<file path="config.mk">
export PLATFORM = sky130hd
export DESIGN_NAME = byte_alu_sub_xor_swap
export DESIGN_NICKNAME = d
export VERILOG_FILES = /design/src/common/alu_pkg.sv /design/src/hw/alu_core.sv /design/src/hw/byte_alu_sub_xor_swap.sv
export SDC_FILE = /design/constraint.sdc
export NUM_CORES = 1
export LEC_CHECK = 0
export BUFFER_PORTS_ARGS = -buffer_cell sky130_fd_sc_hd__buf_4
export CORE_MARGIN = 2
export CORE_UTILIZATION = 56
export CTS_CLUSTER_DIAMETER = 100
export DETAILED_ROUTE_END_ITERATION = 10
export PLACE_DENSITY = 0.95
export SETUP_SLACK_MARGIN = 0.1
export SLEW_MARGIN = 0
export SYNTH_ARGS = -nofsm -noshare
export SYNTH_HDL_FRONTEND = slang
export SYNTH_SLANG_ARGS = --single-unit
</file>
<file path="constraint.sdc">
create_clock -name CLK_SYS -period 8.2 [get_ports CLK_SYS]
set_input_delay 0.82 -clock CLK_SYS [delete_from_list [all_inputs] [get_ports CLK_SYS]]
set_output_delay 0.82 -clock CLK_SYS [all_outputs]
set_load 0.01 [all_outputs]
</file>
<file path="src/common/alu_pkg.sv">
// package: opcodes, carriers, offsets and reset values for the byte alu slice
package alu_pkg;

  // ----------------------------------------------------------------
  // operation codes
  // ----------------------------------------------------------------
  typedef enum logic [2:0] {
    OP_NONE = 3'h0,
    OP_SUB_WORK_FROM_FILE = 3'h1,
    OP_SUB_WORK_FROM_LITERAL = 3'h2,
    OP_XOR_LITERAL_INTO_WORK = 3'h3,
    OP_XOR_WORK_WITH_FILE = 3'h4,
    OP_SWAP_FILE_NIBBLES = 3'h5
  } alu_op_e;

  // ----------------------------------------------------------------
  // avalon register map (byte addresses)
  // ----------------------------------------------------------------
  localparam int ADDR_W = 4;
  localparam logic [ADDR_W-1:0] OFS_CTRL = 4'h0;
  localparam logic [ADDR_W-1:0] OFS_WORK = 4'h4;
  localparam logic [ADDR_W-1:0] OFS_STATUS = 4'h8;
  localparam logic [ADDR_W-1:0] OFS_FILE_OUT = 4'hC;

  // ctrl register fields
  localparam int CTRL_OP_LSB = 0;
  localparam int CTRL_DEST_BIT = 3;
  localparam int CTRL_LIT_LSB = 8;
  localparam int CTRL_FILE_LSB = 16;
  localparam int CTRL_GO_BIT = 24;

  // status register fields
  localparam int STAT_CARRY_BIT = 0;
  localparam int STAT_DIGIT_BIT = 1;
  localparam int STAT_ZERO_BIT = 2;
  localparam int STAT_FILE_WR_BIT = 3;

  // destination select values
  localparam logic DEST_WORK = 1'b0;
  localparam logic DEST_FILE = 1'b1;

  // reset values
  localparam logic [7:0] WORK_RESET = 8'h00;
  localparam logic [7:0] BYTE_ZERO = 8'h00;

  // ----------------------------------------------------------------
  // carriers
  // ----------------------------------------------------------------
  typedef struct packed {
    alu_op_e op;
    logic dest;
    logic [7:0] literal;
    logic [7:0] file_val;
    logic [7:0] work_val;
  } alu_req_s;

  typedef struct packed {
    logic [7:0] result;
    logic to_file;
    logic to_work;
    logic carry_we;
    logic carry;
    logic digit_we;
    logic digit;
    logic zero_we;
    logic zero;
  } alu_res_s;

endpackage

</file>
<file path="src/hw/alu_core.sv">
// combinational byte datapath: subtract, xor and nibble swap
`timescale 1ns/1ps
`default_nettype none
module alu_core (
  // request
  input wire alu_pkg::alu_req_s req,
  // result
  output alu_pkg::alu_res_s res
);
  logic [8:0] diff;
  logic [4:0] ndiff;
  logic [7:0] a_val;

  always_comb begin
    // minuend is file or literal, subtrahend is work
    a_val = (req.op == alu_pkg::OP_SUB_WORK_FROM_LITERAL) ? req.literal : req.file_val;
    // no-borrow carry: 9-bit sum of a and two's complement of work
    diff = {1'b0, a_val} + {1'b0, ~req.work_val} + 9'h001;
    ndiff = {1'b0, a_val[3:0]} + {1'b0, ~req.work_val[3:0]} + 5'h01;
    res = '0;
    case (req.op)
      alu_pkg::OP_SUB_WORK_FROM_FILE: begin
        res.result = diff[7:0];
        res.to_work = (req.dest == alu_pkg::DEST_WORK);
        res.to_file = (req.dest == alu_pkg::DEST_FILE);
        res.carry_we = 1'b1;
        res.carry = diff[8];
        res.digit_we = 1'b1;
        res.digit = ndiff[4];
        res.zero_we = 1'b1;
      end
      alu_pkg::OP_SUB_WORK_FROM_LITERAL: begin
        res.result = diff[7:0];
        res.to_work = 1'b1;
        res.carry_we = 1'b1;
        res.carry = diff[8];
        res.digit_we = 1'b1;
        res.digit = ndiff[4];
        res.zero_we = 1'b1;
      end
      alu_pkg::OP_XOR_LITERAL_INTO_WORK: begin
        res.result = req.work_val ^ req.literal;
        res.to_work = 1'b1;
        res.zero_we = 1'b1;
      end
      alu_pkg::OP_XOR_WORK_WITH_FILE: begin
        res.result = req.work_val ^ req.file_val;
        res.to_work = (req.dest == alu_pkg::DEST_WORK);
        res.to_file = (req.dest == alu_pkg::DEST_FILE);
        res.zero_we = 1'b1;
      end
      alu_pkg::OP_SWAP_FILE_NIBBLES: begin
        res.result = {req.file_val[3:0], req.file_val[7:4]};
        res.to_work = (req.dest == alu_pkg::DEST_WORK);
        res.to_file = (req.dest == alu_pkg::DEST_FILE);
      end
      default: begin
        res.result = alu_pkg::BYTE_ZERO;
      end
    endcase
    res.zero = (res.result == alu_pkg::BYTE_ZERO);
  end
endmodule // alu_core
`default_nettype wire

</file>
<file path="src/hw/byte_alu_sub_xor_swap.sv">
// top: byte alu slice with working register, flags and avalon-mm slave
`timescale 1ns/1ps
`default_nettype none
// Overview of operation
// - file subtract: file minus work, to work if dest 0, file if 1
// - file subtract sets carry, digit carry and zero as no-borrow bits
// - literal xor: work xor immediate into work, only zero changes
// - swap: exchange nibbles of file value, dest bit steers, no flags
// - file xor: work xor file, steered by dest bit, only zero changes
// - literal subtract: immediate minus work into work, sets carry, digit, zero
module byte_alu_sub_xor_swap (
  // clock and reset
  input wire logic CLK_SYS,
  input wire logic SRST,
  // decoder strobe and operands
  input wire logic OP_VALID,
  input wire logic [2:0] OP_CODE,
  input wire logic OP_DEST,
  input wire logic [7:0] OP_LITERAL,
  input wire logic [7:0] FILE_RDATA,
  // file write-back
  output logic FILE_WE,
  output logic [7:0] FILE_WDATA,
  // working register and flags
  output logic [7:0] WORK,
  output logic CARRY,
  output logic DIGIT_CARRY,
  output logic ZERO,
  // avalon-mm slave
  input wire logic [3:0] AVS_ADDRESS,
  input wire logic AVS_READ,
  input wire logic AVS_WRITE,
  input wire logic [31:0] AVS_WRITEDATA,
  input wire logic [3:0] AVS_BYTEENABLE,
  output logic [31:0] AVS_READDATA,
  output logic AVS_WAITREQUEST
);
  // ----------------------------------------------------------------
  // state
  // ----------------------------------------------------------------
  logic [7:0] work_q;
  logic carry_q, digit_carry_flag_q, zero_q;
  logic file_we_q;
  logic [7:0] file_wdata_q;
  logic [31:0] ctrl_q;
  logic [31:0] rdata_q;
  logic ack_q;
  logic sw_go;
  logic [7:0] sw_work;
  logic sw_work_we;
  alu_pkg::alu_req_s req;
  alu_pkg::alu_res_s res;
  logic fire;

  // ----------------------------------------------------------------
  // operation select: decoder strobe wins over a software go
  // ----------------------------------------------------------------
  always_comb begin
    req = '0;
    fire = OP_VALID | sw_go;
    req.work_val = work_q;
    if (OP_VALID) begin
      req.op = alu_pkg::alu_op_e'(OP_CODE);
      req.dest = OP_DEST;
      req.literal = OP_LITERAL;
      req.file_val = FILE_RDATA;
    end else begin
      req.op = alu_pkg::alu_op_e'(ctrl_q[alu_pkg::CTRL_OP_LSB +: 3]);
      req.dest = ctrl_q[alu_pkg::CTRL_DEST_BIT];
      req.literal = ctrl_q[alu_pkg::CTRL_LIT_LSB +: 8];
      req.file_val = ctrl_q[alu_pkg::CTRL_FILE_LSB +: 8];
    end
  end

  alu_core u_core (
    .req(req),
    .res(res)
  );

  // ----------------------------------------------------------------
  // working register and flags
  // ----------------------------------------------------------------
  always_ff @(posedge CLK_SYS) begin
    if (SRST) begin
      work_q <= alu_pkg::WORK_RESET;
    end else if (fire && res.to_work) begin
      work_q <= res.result;
    end else if (sw_work_we) begin
      work_q <= sw_work;
    end
  end

  always_ff @(posedge CLK_SYS) begin
    if (SRST) begin
      carry_q <= 1'b0;
      digit_carry_flag_q <= 1'b0;
      zero_q <= 1'b0;
    end else if (fire) begin
      if (res.carry_we) begin
        carry_q <= res.carry;
      end
      if (res.digit_we) begin
        digit_carry_flag_q <= res.digit;
      end
      if (res.zero_we) begin
        zero_q <= res.zero;
      end
    end
  end

  // file write-back is a one-cycle pulse after the operation
  always_ff @(posedge CLK_SYS) begin
    if (SRST) begin
      file_we_q <= 1'b0;
      file_wdata_q <= alu_pkg::BYTE_ZERO;
    end else begin
      file_we_q <= fire & res.to_file;
      if (fire && res.to_file) begin
        file_wdata_q <= res.result;
      end
    end
  end

  // ----------------------------------------------------------------
  // avalon slave: one wait cycle, answer at the second edge
  // ----------------------------------------------------------------
  logic req_act;
  assign req_act = (AVS_READ | AVS_WRITE) & ~ack_q;

  always_ff @(posedge CLK_SYS) begin
    if (SRST) begin
      ack_q <= 1'b0;
    end else begin
      ack_q <= req_act;
    end
  end

  // write takes effect on the edge where waitrequest is seen low
  always_comb begin
    sw_go = 1'b0;
    sw_work_we = 1'b0;
    sw_work = AVS_WRITEDATA[7:0];
    if (ack_q && AVS_WRITE && !OP_VALID) begin
      if (AVS_ADDRESS == alu_pkg::OFS_CTRL && AVS_BYTEENABLE[3]) begin
        sw_go = AVS_WRITEDATA[alu_pkg::CTRL_GO_BIT];
      end
      if (AVS_ADDRESS == alu_pkg::OFS_WORK && AVS_BYTEENABLE[0]) begin
        sw_work_we = 1'b1;
      end
    end
  end

  // go sees the old ctrl fields; write fields first, then set go
  always_ff @(posedge CLK_SYS) begin
    if (SRST) begin
      ctrl_q <= 32'h0000_0000;
    end else if (ack_q && AVS_WRITE && AVS_ADDRESS == alu_pkg::OFS_CTRL) begin
      for (int i = 0; i < 3; i++) begin
        if (AVS_BYTEENABLE[i]) begin
          ctrl_q[i*8 +: 8] <= AVS_WRITEDATA[i*8 +: 8];
        end
      end
    end
  end

  always_ff @(posedge CLK_SYS) begin
    if (SRST) begin
      rdata_q <= 32'h0000_0000;
    end else if (req_act && AVS_READ) begin
      case (AVS_ADDRESS)
        alu_pkg::OFS_CTRL: rdata_q <= {8'h00, ctrl_q[23:0]};
        alu_pkg::OFS_WORK: rdata_q <= {24'h000000, work_q};
        alu_pkg::OFS_STATUS: rdata_q <= {28'h0000000, file_we_q, zero_q,
                                         digit_carry_flag_q, carry_q};
        alu_pkg::OFS_FILE_OUT: rdata_q <= {24'h000000, file_wdata_q};
        default: rdata_q <= 32'h0000_0000;
      endcase
    end
  end

  // ----------------------------------------------------------------
  // outputs
  // ----------------------------------------------------------------
  assign WORK = work_q;
  assign CARRY = carry_q;
  assign DIGIT_CARRY = digit_carry_flag_q;
  assign ZERO = zero_q;
  assign FILE_WE = file_we_q;
  assign FILE_WDATA = file_wdata_q;
  assign AVS_READDATA = rdata_q;
  assign AVS_WAITREQUEST = ~ack_q;
endmodule // byte_alu_sub_xor_swap
`default_nettype wire

</file>
# [Yosys cells after proc, flatten, opt, wreduce, memory -nomap -nowiden]
# Cells that the tools add are included.
[word_totals] ff_bits=77 inputBits=65 out_inout_bits=53
[classes] addsub=4 n_eq_ne=8 mux=14 n_bitwise=10 reduce_logical=22
[ops] cell="24-bit one-hot mux with 4 select lines" n=1
[ops] cell="8-bit one-hot mux with 4 select lines" n=1
[ops] cell="8-bit two-way mux" n=3
[ops] cell="20-bit two-way mux" n=1
[ops] cell="8-bit bitwise XOR" n=2
[ops] cell="2-bit AND reduction" n=6
[ops] cell="8-bit by 8-bit adder with 9-bit output" n=1
[ops] cell="9-bit by 1-bit adder with 9-bit output, second input constant" n=1
[ops] cell="4-bit == test, second input constant" n=2
[ops] cell="1-bit logical AND" n=8
[ops] cell="8-bit zero test" n=1
[ops] cell="8-bit NOT" n=1
[ops] cell="3-bit by 2-bit == test with 1-bit output, second input constant" n=2
[ops] cell="3-bit == test, second input constant" n=2
[ops] cell="1-bit two-way mux" n=6
[ops] cell="4-bit by 4-bit adder with 5-bit output" n=1
[ops] cell="5-bit by 1-bit adder with 5-bit output, second input constant" n=1
[ops] cell="4-bit by 3-bit == test with 1-bit output, second input constant" n=1
[ops] cell="4-bit zero test" n=1
[ops] cell="4-bit two-way mux" n=1
[ops] cell="4-bit NOT" n=1
[ops] cell="2-bit OR reduction" n=2
[ops] cell="4-bit OR reduction" n=1
[ops] cell="3-bit by 1-bit == test with 1-bit output, second input constant" n=1
[ops] cell="7 further kinds" n=10

# [Logic depth before layout (Yosys ltp)]
# Gate-level depths: netlist of run 1.
[depth] depth_word=7 depth_mapped=16 depth_no_buf=14

# [By module]
# Synthesis of run 1 repeated with hierarchy kept, for this count alone.
[hier_totals] hier_cells=442 area_unflattened_um2=4139.0
[modules_own_cells] mod="byte_alu_sub_xor_swap" instances=1 cells_per_inst=317 area_per_inst_um2=3186.8
[modules_own_cells] mod="alu_core" instances=1 cells_per_inst=125 area_per_inst_um2=952.2

# [Worst setup path before layout of run 1]
# No wires, ideal clock.
[synth_timing] kind="input port to flip-flop" start="input OP_VALID" end="register zero_q, in the netlist ZERO" setup_time_ns=0.084 t_arrival_ns=4.072 required_time_ns=8.116 path_slack_ns=4.044 stages=16 path_cell_list="buf_2 -> buf_2 -> nor3b_1 -> nor2_1 -> nor2_2 -> mux2_2 -> ha_1 -> inv_1 -> fa_1 -> a21o_1 -> a21oi_1 -> o21ai_0 -> xor2_1 -> a221oi_1 -> nand4_1 -> o31ai_2"
[synth_between] elab_chain_len=7 word_cells_on_any_way=21 classes_between="add/sub: 2; eq/ne: 5; mux: 5; bitwise: 3; reduce/logical: 6"
[synth_rtl] item="start: declaration" line="byte_alu_sub_xor_swap.sv:16" rtl="input wire logic OP_VALID,"
[synth_rtl] item="20-bit two-way mux" line="byte_alu_sub_xor_swap.sv:62" rtl="if (OP_VALID) begin"
[synth_rtl] item="3-bit by 2-bit == test with 1-bit output" line="alu_core.sv:16, alu_core.sv:21"
[synth_rtl] item="8-bit two-way mux" line="alu_core.sv:16" rtl="a_val = (req.op == alu_pkg::OP_SUB_WORK_FROM_LITERAL) ? req.literal : req.file_val;"
[synth_rtl] item="8-bit by 8-bit adder with 9-bit output" line="alu_core.sv:18" rtl="diff = {1'b0, a_val} + {1'b0, ~req.work_val} + 9'h001;"
[synth_rtl] item="9-bit by 1-bit adder with 9-bit output" line="alu_core.sv:18"
[synth_rtl] item="8-bit one-hot mux with 4 select lines" line="alu_core.sv:21" rtl="case (req.op)"
[synth_rtl] item="8-bit zero test" line="alu_core.sv:61" rtl="res.zero = (res.result == alu_pkg::BYTE_ZERO);"
[synth_rtl] item="end signal: assignment" line="byte_alu_sub_xor_swap.sv:106" rtl="zero_q <= res.zero;"
[synth_rtl] item="end: declaration" line="byte_alu_sub_xor_swap.sv:42" rtl="logic carry_q, digit_carry_flag_q, zero_q;"
# Parallel ways exist; a longest one is shown, timed or not.
# A chain may end at the register's enable or synchronous reset.

# [Worst setup path in the final report of run 1]
# Ends and elaborated chain as after synthesis.

==> results of run 1 <==
sequential cells by signal, indices dropped and copies added (netlist names):
signal and cells:
WORK 8, FILE_WE 1, ack_q 1, CARRY 1, ZERO 1, ctrl_q 24
FILE_WDATA 8, DIGIT_CARRY 1, AVS_READDATA 24
power by group:
group / internal, mW / switching (mW) / leakage, nW
Combinational: 0.0740 / 0.0898 / 1.31
Sequential: 0.341 / 0.00964 / 0.558
Clock: 0.182 / 0.141 / 0.113
Total: 0.597 / 0.240 / 1.98
cells in the mapped netlist (all sizes together) (2+ instances only):
cell	instances
dfxtp	69
nor2	46
nand2	42
mux2i	36
a21oi	35
nand3	29
a22oi	22
buf	18
a211oi	17
clkbuf	17
xnor2	15
inv	13
o21ai	10
ha	9
nor3	9
mux4	8
o211a	6
o22ai	6
o21a	5
a21o	4
mux2	4
nand3b	3
a221oi	2
nor2b	2
o221ai	2
or3	2
xor2	2
worst paths after layout:
path,cells past startpoint,slack [ps],start,endpoint
max,14,3470,OP_VALID,ZERO
min,1,460,ack_q,ack_q
min reg2reg,1,460,ack_q,ack_q
max reg2reg,14,3930,ctrl_q[1],ZERO
cell families (layout without fill, tap and decap cells):
kind of cell             after synthesis  count (layout)
flip-flops                            69              69
multiplexers                          48              48
XOR/XNOR                              17              17
adder cells (fa/ha/maj)               10              10
other                                  1               8
AO/OA/AOI/OAI                        118             118
buffers and inverters                 48             135
AND/OR/NAND/NOR                      142             142
final cells by class:
type / instances / area share
clock inverters: 6 / 0.0189
well taps: 96 / 0.0243
flip-flops and latches: 69 / 0.279
inverters: 13 / 0.00985
clock buffers: 10 / 0.0278
multi-input cells: 343 / 0.480
repair buffers: 106 / 0.161
layer usage:
layer | part of all wire | up-vias | track usage
met5 | 0 | - | 0
met4 | 0.033 | 0 | 0.152
met1 | 0.40 | 1870 | 0.401
met3 | 0.081 | 36 | 0.0641
met2 | 0.48 | 210 | 0.545
li1 | - | 1811 | -
through the flow:
| step | total power, mW | util | std cells | instance area, um^2 |
|---|---|---|---|---|
| after floorplan | 0.462 | - | 460 | 3990 |
| after global placement | 0.515 | 0.691 | 627 | 4720 |
| after detailed placement | 0.518 | 0.691 | 627 | 4720 |
| after CTS | 0.834 | 0.725 | 643 | 4950 |
| after global routing | 0.864 | 0.725 | 643 | 4950 |
| final | 0.837 | 0.725 | 643 | 4950 |
==> results.md, run 1 <==
- The number of global-route vias before repair came to 3672.
- The number of clock sinks is 69.
- The core area is 6830 um^2.
- The iteration-0 DRC count of the detailed router is 272.
- Data on the critical path arrives at its endpoint at 5010 ps.
- The largest area contributor in the netlist is sky130_fd_sc_hd__dfxtp_1.
- The total count of max-transition violations in the final report was 0.
- Data on the critical path is required at its endpoint by 8480 ps.
- After clock tree synthesis, the flow added hold-fix buffers numbering 0.
- The wire length of the first global-routing pass is 19000 um.
- The boundary pin count is 118.
- Detailed routing inserted a total of 3927 vias.
- Yosys mapped the design onto 54 distinct sky130hd cell types.
- Of the total synthesized cell area, the portion taken by AND, OR, NAND and NOR gates is 0.167.
- Static timing analysis puts the maximum clock frequency at 211 MHz.
- The number of buffers on the longest clock path is 2.
- Routability-driven placement finished with a final weighted congestion of 0.946.
- The startpoint class of the critical path is an input pin.
- The die covers 7770 um^2.
- Leaving out fill and tap cells, the most frequent cell in the layout is sky130_fd_sc_hd__buf_4.
- The share of synthesized area in the top cell type comes to 0.349.
- In this run the cell area of the synthesized design comes to 3960 um^2.
- For this run, the register share of the synthesized area comes to 0.349.
- The length of the first detailed-routing pass in iterations is 5.
- The type of element capturing the critical path is a flip-flop.
- In the final layout, the multi-input gates occupy 2370 um^2.
- From synthesis to final layout, the design area changed by 25.0%.
- The final-stage net count is 617.
- The number of antenna-violating nets in the routed design is 0.
- Setup repair after global routing left no endpoint under its margin.
- The count of flip-flops with a built-in enable after synthesis is 0.
- The flip-flop and latch area is 1380 um^2.
- Summed over all layers, the routed wires come to 12000 um.
- After routing, the total negative slack on setup checks comes to 0 ps.
- Setup violations remaining at the end of the flow were counted as 0.
- Clock-pin slew was measured on the worst setup and hold paths at 80 ps.
- The share of the synthesized area in compound gates (AO/OA/AOI/OAI) is 0.206.
- The proportion of synthesized flip-flops having asynchronous set or reset is 0.
- The number of setup buffers added after CTS is 0.
- The number of port buffers is 102.
- In this run the static leakage power is 1.98 nW.
- The commonest register cell after synthesis is sky130_fd_sc_hd__dfxtp_1.
- The critical path in this run is classified as in2reg.
- The global routing usage summed across all routing layers is 0.324.
- The top cell types in the final layout, fill and taps aside, are sky130_fd_sc_hd__buf_4 (106), sky130_fd_sc_hd__dfxtp_1 (69), sky130_fd_sc_hd__nor2_1 (45).
- Counting flops and latches in the post-synthesis netlist gives 69.
- The number of gates resized after cts is 0.
- The critical path goes through buf_4 -> mux2_2 -> nor2_2 -> mux2_2 -> ha_1 -> inv_1 -> fa_1 -> a21o_1 -> a21oi_1 -> o21ai_0 -> xor2_1 -> a221oi_1 -> nand4_1 -> o31ai_2.
- Sorting the synthesized cells by area gives the leading types as sky130_fd_sc_hd__dfxtp_1 (35%), sky130_fd_sc_hd__mux2i_1 (9.1%), sky130_fd_sc_hd__mux4_2 (4.5%).
- The number of antenna cells inserted is 0.
- Final hold analysis gives a worst-case slack of 456 ps.
- The number of maximum-capacitance violations is 0.
- The filler cells instantiated in the layout total 516.
- The kind of cell with the highest combined delay along the critical path is compound AO/OA/AOI/OAI gates.
- Dividing the detail-routed wire length by the instance count gives 18.7 um.
- The H-tree was split into 3 levels.
- The largest individual stage delay along the critical path comes from the cell sky130_fd_sc_hd__a221oi_1.
- Timing analysis after detailed placement gives a worst setup slack of 3220 ps.
- Of the total synthesized cell area, the portion taken by full adders, half adders and majority gates is 0.0335.
- In this run the worst hold path is classified as reg2reg.
- The worst-case vdd ir drop is 0.110 mV.
- The run finished with clean final reports.
- The yosys synthesis warning count is 0.
- The dominant combinational cell family by area after synthesis is compound AO/OA/AOI/OAI gates.
- The transition at the pin with the smallest max-transition slack is 1060 ps.
- The layout cell share with drive strength beyond 1 is 0.261.
- The power per standard cell area is 169 nW/um^2.
- The initialized floorplan defines 30 standard-cell rows.
- For the final database, setup skew stands at 13.2 ps.
- The largest driver fanout on the critical path is 33.
- Of the total synthesized cell area, the portion taken by XOR and XNOR cells is 0.0376.
- The clock latency on the worst-skew pair is 360 ps.
- The worst slew margin relative to its limit is 0.295.
- The final hold violation count is 0.
- The post-route fraction of the period consumed by the critical path is 0.577.
- The most used cell along the critical path is sky130_fd_sc_hd__mux2_2.
- The average cell area after synthesis is 8.75 um^2.
- Across all setup checks in the final design, the least slack found is 3470 ps.
- Dividing the detail-routed via count by the number of cells gives 6.11.
- The maximum number of pins on one net before global-route repair is 71.
- The master cell of the clock root buffer is sky130_fd_sc_hd__clkbuf_8.
- The largest single stage delay on the critical path is 580 ps.
- Once detailed placement completed, the half-perimeter wirelength came to 8900 um.
- In this run the vertical extent of the chip is 88.1 um.
- The routed design could run at a clock period as short as 4730 ps.
- The initial antenna violation count came to 0.
- The portion of synthesized area spent on multiplexers is 0.148.
- The remaining global-route overflow is 0.
- The horizontal extent of the die is 88.1 um.
- TritonCTS built the clock tree.
- Together, buffers and inverters on the worst path number 2.
- The number of buffers inserted during clock tree synthesis is 9.
- The starting density of the core is 0.580.
- After detailed routing, the number of remaining DRC violations is 0.
- Counting every instance in the synthesized netlist gives 453.
No activity file was read; power rests on OpenSTA's default activity.
==> run 2, diff against run 1 <==
ABC_AREA = 1   (was unset)
CORE_UTILIZATION = 53   (was 56)
PLACE_DENSITY = 0.91   (was 0.95)
clock period = 4.8 ns   (was 8.2 ns; I/O delays follow)
==> results.md, run 2 <==
- For this run, design rule violations remaining after detail routing come to 0.
- Entering global routing, the biggest net connects 38 pins.
- Leaving out fill and tap cells, the most frequent cells in the layout are sky130_fd_sc_hd__nand2_1 (167), sky130_fd_sc_hd__buf_4 (102), sky130_fd_sc_hd__inv_1 (92).
- Tracing the worst setup path back leads to its startpoint at OP_VALID.
- The clock tree from TritonCTS is done.
- The number of maximum-capacitance violations is 0.
- The master cell of the clock root buffer is sky130_fd_sc_hd__clkbuf_8.
- In the finished design, the share of the clock period the worst path needs comes to 0.677.
- The number of buffers on the longest clock path is 2.
- Of the cells placed in the final design, the portion with a size suffix greater than 1 is 0.204.
- Compared with the post-synthesis result, the final layout area differs by 22.7%.
- Counting flops and latches in the post-synthesis netlist gives 69.
- The clock period minus worst slack is 3250 ps.
- The run finished with clean final reports.
- For this configuration, the core starts out at a cell density of 0.540.
- Hold repair after CTS inserted 0 buffers.
- The wire length of the first global-routing pass is 19400 um.
- The power per standard cell area is 277 nW/um^2.
- The tightest min-delay check is of the in2reg type.
- The initial antenna violation count was 0.
- In the final routed layout, each cell accounts on average for 15.3 um.
- Buffers added to address setup during post-CTS repair amount to 0.
- Counting flops with an async set or reset pin after synthesis yields a share of 0.
- The length of the first detailed-routing pass in iterations is 5.
- The clock latency on the worst-skew pair is 350 ps.
- The required time of the worst setup path is 5090 ps.
- The final hold violation count was 0.
- The share of the synthesized area in the top cell type is 0.336.
- The number of buffers and inverters on the critical path is 3.
- At the worst endpoint, the arrival time is 3540 ps.
- The worst-case vdd ir drop is 0.219 mV.
- The post-route clock skew is 11.5 ps.
- The placer congestion estimate is 0.931.
- The count of cells along the worst register-to-register path is 17.
- The detailed-route vias per instance is 5.37.
- Yosys attributes the largest share of cell area to sky130_fd_sc_hd__dfxtp_1 (34%), sky130_fd_sc_hd__nand2_1 (15%), sky130_fd_sc_hd__inv_1 (8.4%).
- After technology mapping, the gate count stands at 622.
- The unique cell type count in the Yosys netlist is 44.
- A synthesized cell averages 6.61 um^2.
- In this run the number of cells on the critical path is 18.
- The first routing iteration left 385 violations.
- The post-layout total power is 1.40 mW.
- The number of gates resized after CTS was 0.
- By count the netlist is led by sky130_fd_sc_hd__nand2_1 (167), sky130_fd_sc_hd__inv_1 (92), sky130_fd_sc_hd__dfxtp_1 (69), sky130_fd_sc_hd__o21ai_0 (59), sky130_fd_sc_hd__a21oi_1 (58).
- Along the worst path, the maximum fanout reaches 34.
- The routed design has 12500 um of wire.
- The slowest stage of the critical path belongs to the cell sky130_fd_sc_hd__fa_1.
- The cell that appears most often on the critical path is sky130_fd_sc_hd__nand2_2.
- The number of clock sinks is 69.
- sky130_fd_sc_hd__dfxtp_1 takes more of the synthesized area than any other cell.
- Summing over every cut layer, the via total after detailed routing is 4402.
- The half-perimeter wire length after placement is 9420 um.
- The worst slew margin relative to its limit is 0.295.
- The most critical setup path has its endpoint at ZERO.
- After floorplanning, the core was sized to cover 7610 um^2.
- The horizontal extent of the die is 92.1 um.
- Counting the buffers created by CTS gives 9.
- Walking the worst path, the cells encountered are buf_4 -> inv_6 -> nand2_2 -> nand2_2 -> nor2_2 -> nand2_2 -> o21ai_0 -> ha_1 -> inv_1 -> fa_1 -> nand3_1 -> nand2_1 -> xor2_1 -> a21oi_1 -> nand2_1 -> nor2_1 -> nand4_1 -> a21oi_1.
- In the final layout, flip-flops and latches occupy 1380 um^2.
- At the pin with the least slew margin, the transition time is 1050 ps.
- Across every metal layer, demand over resource in global routing totals 0.292.
- The most common cell in the netlist is sky130_fd_sc_hd__nand2_1.
- During synthesis, Yosys emitted a total of 0 warnings.
- Across all register-to-register paths, the minimum setup slack is 1750 ps.
- The number of global-route vias before repair is 3931.
- The analysis attributes to cell leakage a power of 2.41 nW.
- The sequential fraction of the synthesis area is 0.336.
- The commonest register cell after synthesis is sky130_fd_sc_hd__dfxtp_1.
- The leading cell type in the layout, fill and taps excluded is sky130_fd_sc_hd__nand2_1.
- The number of antenna diodes in the final layout is 0.
- The clock tree synthesis step divided the H-tree into 3 levels.
- The kind of cell with the highest combined delay along the critical path is simple AND/OR/NAND/NOR gates.
- Setup violations remaining at the end of the flow were counted as 0.
- The number of port buffers is 102.
- The filler cells instantiated in the layout total 687.
- The total count of max-transition violations in the final report came to 0.
- The floorplan step set the die height to 92.1 um.
- The highest clock rate is 308 MHz.
- By startpoint and endpoint, the worst setup path is classified as in2reg.
- STA classifies the critical path endpoint as a flip-flop.
- Setup repair after global routing left no endpoint under its margin.
- The die covers 8480 um^2.
- After clock tree synthesis, the clock-pin slew on the worst setup and hold paths is 80 ps.
- The worst reg2reg path endpoint is ZERO.
- The final-stage net count is 787.
- The number of antenna-violating nets in the routed design is 0.
- STA classifies the critical path startpoint as an input pin.
- The remaining global-route overflow is 0.
- The boundary pin count is 118.
- The worst register-to-register path begins at ctrl_q[1].
- The number of standard-cell rows in the floorplan is 32.
- The largest single stage delay on the critical path is 410 ps.
- Summing every instance area after synthesis gives 4110 um^2.
- The area occupied by multi-input gates is 2210 um^2.
- The final total negative setup slack is 0 ps.
- The count of flip-flops with a built-in enable after synthesis is 0.
==> run 2: worst min-delay path by stage <==
stage	start	end	slack, ps	cells after the start
2_1_floorplan	ctrl_q[10]	ctrl_q[10]	440	2
3_3_place_gp	ctrl_q[19]	AVS_READDATA[19]	450	2
3_5_place_dp	ctrl_q[21]	AVS_READDATA[21]	450	2
4_1_cts	AVS_WRITEDATA[3]	ctrl_q[3]	380	3
5_1_grt	AVS_WRITEDATA[14]	ctrl_q[14]	390	3
6_report	AVS_WRITEDATA[4]	ctrl_q[4]	370	3
==> run 2: through the flow <==
step | setup slack [ps] | std cells | area [um^2] | utilization | hold WS (ps)
after floorplan | 1860 | 629 | 4140 | - | 439
after global placement | 1320 | 803 | 4850 | 0.637 | 445
after detailed placement | 1260 | 803 | 4850 | 0.637 | 452
after CTS | 1600 | 819 | 5040 | 0.663 | 378
after global routing | 1350 | 819 | 5040 | 0.663 | 386
final | 1550 | 819 | 5040 | 0.663 | 372
==> run 2: area by class of cell <==
type,instances,area share
inverters,95,0.0722
flip-flops and latches,69,0.274
clock inverters,7,0.0146
repair buffers,102,0.152
well taps,102,0.0253
clock buffers,9,0.0246
multi-input cells,435,0.438
==> run 2: worst reg2reg max path: stages (launching register included) <==
cell	delay (ps)
sky130_fd_sc_hd__dfxtp_1	350
sky130_fd_sc_hd__inv_1	80
sky130_fd_sc_hd__nand2_2	70
sky130_fd_sc_hd__nand2_4	80
sky130_fd_sc_hd__nor2_2	150
sky130_fd_sc_hd__nand2_2	220
sky130_fd_sc_hd__o21ai_0	320
sky130_fd_sc_hd__ha_1	200
sky130_fd_sc_hd__inv_1	50
sky130_fd_sc_hd__fa_1	410
sky130_fd_sc_hd__nand3_1	130
sky130_fd_sc_hd__nand2_1	120
sky130_fd_sc_hd__xor2_1	170
sky130_fd_sc_hd__a21oi_1	170
sky130_fd_sc_hd__nand2_1	130
sky130_fd_sc_hd__nor2_1	120
sky130_fd_sc_hd__nand4_1	100
sky130_fd_sc_hd__a21oi_1	120
==> run 2: cells by family (layout without fill, tap and decap cells) <==
group | Yosys count | count (layout) | share of synthesized area
other cells | 1 | 8 | 0.000912
mux | 2 | 2 | 0.00517
compound gates | 152 | 152 | 0.203
simple gates | 261 | 261 | 0.285
flops | 69 | 69 | 0.336
xor+xnor | 2 | 2 | 0.00426
buf+inv | 125 | 213 | 0.134
fa+ha+maj | 10 | 10 | 0.0323
==> run 2: routing by layer <==
| metal | share of wire | GRT usage | vias up |
|---|---|---|---|
| met3 | 0.066 | 0.0427 | 29 |
| met1 | 0.44 | 0.402 | 1999 |
| met2 | 0.48 | 0.483 | 193 |
| li1 | - | - | 2181 |
| met4 | 0.020 | 0.0721 | 0 |
| met5 | 0 | 0 | - |
==> run 2: power breakdown <==
group | total [mW] | switching [mW] | internal (mW) | leakage [nW]
Sequential | 0.598 | 0.0124 | 0.586 | 0.558
Combinational | 0.315 | 0.194 | 0.121 | 1.76
Clock | 0.484 | 0.242 | 0.242 | 0.0996
==> run 3, diff against run 2 <==
CORE_UTILIZATION = 47   (was 53)
PLACE_DENSITY = 0.86   (was 0.91)
clock period = 2.8 ns   (was 4.8 ns; I/O delays follow)
==> results.md, run 3 (same netlist as run 2, synthesis figures left out) <==
- The final hold violation count is 0.
- Clock tree synthesis inserted a total of 9 buffers.
- The detailed router used layers up to and including met4.
- The remaining global-route overflow is 0.
- The post-route clock skew is 13.9 ps.
- Along the worst path, the maximum fanout reaches 4.
- The length of routed met2 wiring is 6000 um.
- The detailed-route wire length on metal 1 is 5820 um.
- The type of the worst setup path is reg2reg.
- The total count of max-transition violations in the final report is 0.
- The die outline height is 97.5 um.
- The clock tree from TritonCTS is done.
- The number of antenna-violating nets in the routed design is 0.
- The routed layout has 4448 vias.
- After clock tree synthesis, the clock-pin slew on the worst setup and hold paths is 90 ps.
- Among cell families on the critical path, the largest total delay comes from simple AND/OR/NAND/NOR gates.
- The worst setup path is captured at a flip-flop.
- The run finished with clean final reports.
- In the detailed route, the total length drawn on met3 is 870 um.
- The transition at the pin with the smallest max-transition slack is 937 ps.
- The analysis attributes to cell leakage a power of 2.55 nW.
- The library cell used most frequently in the layout, excluding fill and tap cells, is sky130_fd_sc_hd__nand2_1.
- The length of the first detailed-routing pass in iterations is 5.
- The wire-length estimate of the detail-placed layout is 9600 um.
- The maximum level of the CTS H-tree is 3.
- The placer congestion estimate is 0.913.
- Dividing the detail-routed via count by the number of cells gives 5.27.
- The layout cell share with drive strength beyond 1 is 0.246.
- For the worst-skew pair, the clock arrives at the later sink with an insertion delay of 360 ps.
- The number of buffers on the longest clock path is 2.
- The global routing usage summed across all routing layers is 0.258.
- Static timing analysis puts the maximum clock frequency at 396 MHz.
- The final setup violation count is 0.
- The number of standard-cell rows in the floorplan is 34.
- Traced cell by cell, the critical path runs through inv_2 -> nand2_2 -> nand2_4 -> nor2_4 -> nand2_4 -> o21ai_4 -> ha_1 -> inv_1 -> fa_2 -> nand3_2 -> nand2_1 -> xor2_1 -> a21oi_1 -> nand2_1 -> nor2_1 -> nand4_1 -> a21oi_1.
- Setup repair after global routing left no endpoint under its margin.
- The first global-routing pass estimated 19600 um of wire.
- From synthesis to final layout, the design area changed by 30.4%.
- From left edge to right edge, the die measures 97.5 um.
- The startpoint class of the critical path is a flip-flop.
- The floorplan step defined a die boundary enclosing 9510 um^2.
- STA puts the critical path data arrival time at 2820 ps.
- The required time of the worst setup path is 3100 ps.
- The core area is 8590 um^2.
- The maximum number of pins on one net before global-route repair is 38.
- In this design, the stage delay of the slowest critical-path cell is 380 ps.
- For this configuration, the core starts out at a cell density of 0.478.
- The final total negative setup slack is 0 ps.
- Dividing total power by cell area gives a power density of 488 nW/um^2.
- The number of antenna cells inserted is 0.
- The final layout contains routed wiring with a total length of 12900 um.
- The worst reg-to-reg setup slack is 280 ps.
- The master cell of the clock root buffer is sky130_fd_sc_hd__clkbuf_8.
- The number of buffers and inverters on the critical path is 2.
- The critical path's slowest cell is sky130_fd_sc_hd__fa_2.
- The number of clock sinks is 69.
- The library cells used most frequently in the layout, excluding fill and tap cells, are sky130_fd_sc_hd__nand2_1 (166), sky130_fd_sc_hd__buf_4 (118), sky130_fd_sc_hd__inv_1 (90).
- The number of global-route vias before repair is 4004.
- For this run, design rule violations remaining after detail routing come to 0.
- After routing the design area is 5360 um^2.
- The type of the worst min-delay path is in2reg.
- The initial antenna violation count is 0.
- The number of maximum-capacitance violations is 0.
- The smallest clock period supported by the final layout is computed as 2520 ps.
- The worst-case vdd ir drop is 0.297 mV.
- The worst pin sits at a relative slew slack of 0.375.
- The boundary pin count is 118.
- In the finished design, the share of the clock period the worst path needs comes to 0.901.
- After the first detailed-routing iteration, the DRC count stood at 371.
- After detailed routing, the average wire length per cell comes to 15.3 um.
- The placement-stage cell area is 4990 um^2.
- The final-stage net count is 806.
- The filler cell count in the final layout is 786.
- Buffers placed on the I/O ports in this run total 102.
## run 3: cell types whose count changed in the layout (fill, tap and decap cells not counted), sizes merged
cell / previous run / this run
buf: 102 / 120
bufinv: 1 / 2
clkbuf: 9 / 10
clkinv: 4 / 0
clkinvlp: 1 / 2
inv: 96 / 98
## run 3: worst paths after layout
kind,startpoint,end,depth (start not counted)
worst min register to register,ctrl_q[19],AVS_READDATA[19],2
worst max register to register,ctrl_q[1],ZERO,17
worst min-delay path,AVS_WRITEDATA[4],ctrl_q[4],3
worst max-delay path,ctrl_q[1],ZERO,17
## run 3: routing by layer
metal | global-route usage | vias to the layer above
met3 | 0.0367 | 22
li1 | - | 2206
met5 | 0 | -
met1 | 0.357 | 2015
met2 | 0.418 | 205
met4 | 0.0812 | 0
## run 3: final cells by class
cell class	count	area, um^2	share of cell area
flip-flops and latches	69	1380	0.258
clock buffers	9	124	0.0231
inverters	95	368	0.0686
multi-input cells	435	2300	0.429
repair buffers	121	946	0.176
well taps	108	135	0.0252
clock inverters	7	105	0.0196
## run 3: timing repair
item	CTS	global route
endpoints found under the setup margin	0	12
resized for setup	0	21
setup buffers	0	2
endpoints found under the hold margin	0	0
hold buffers	0	0
## run 3: metrics by stage
stage	setup WS (ps)	util	power [mW]	hold slack [ps]	cells
6_report	276	0.624	2.62	160	844
2_1_floorplan	161	-	1.40	420	629
5_1_grt	97.2	0.624	2.72	165	844
4_1_cts	164	0.607	2.57	156	841
3_5_place_dp	70.2	0.580	1.60	454	825
3_3_place_gp	99.7	0.580	1.60	448	825
## run 3: worst reg2reg max path, cell delays in order, from the launching register on
cell                      delay (ps)
sky130_fd_sc_hd__dfxtp_2         350
sky130_fd_sc_hd__inv_2            50
sky130_fd_sc_hd__nand2_2          70
sky130_fd_sc_hd__nand2_4          50
sky130_fd_sc_hd__nor2_4          110
sky130_fd_sc_hd__nand2_4         100
sky130_fd_sc_hd__o21ai_4         140
sky130_fd_sc_hd__ha_1            150
sky130_fd_sc_hd__inv_1            50
sky130_fd_sc_hd__fa_2            380
sky130_fd_sc_hd__nand3_2         100
sky130_fd_sc_hd__nand2_1          90
sky130_fd_sc_hd__xor2_1          160
sky130_fd_sc_hd__a21oi_1         190
sky130_fd_sc_hd__nand2_1         140
sky130_fd_sc_hd__nor2_1          120
sky130_fd_sc_hd__nand4_1         100
sky130_fd_sc_hd__a21oi_1         120
## run 3: power breakdown
part / internal (mW) / total, mW / switching, mW
combinational: 0.254 / 0.612 / 0.357
clock: 0.518 / 0.981 / 0.464
sequential: 1.00 / 1.03 / 0.0215
total: 1.78 / 2.62 / 0.842
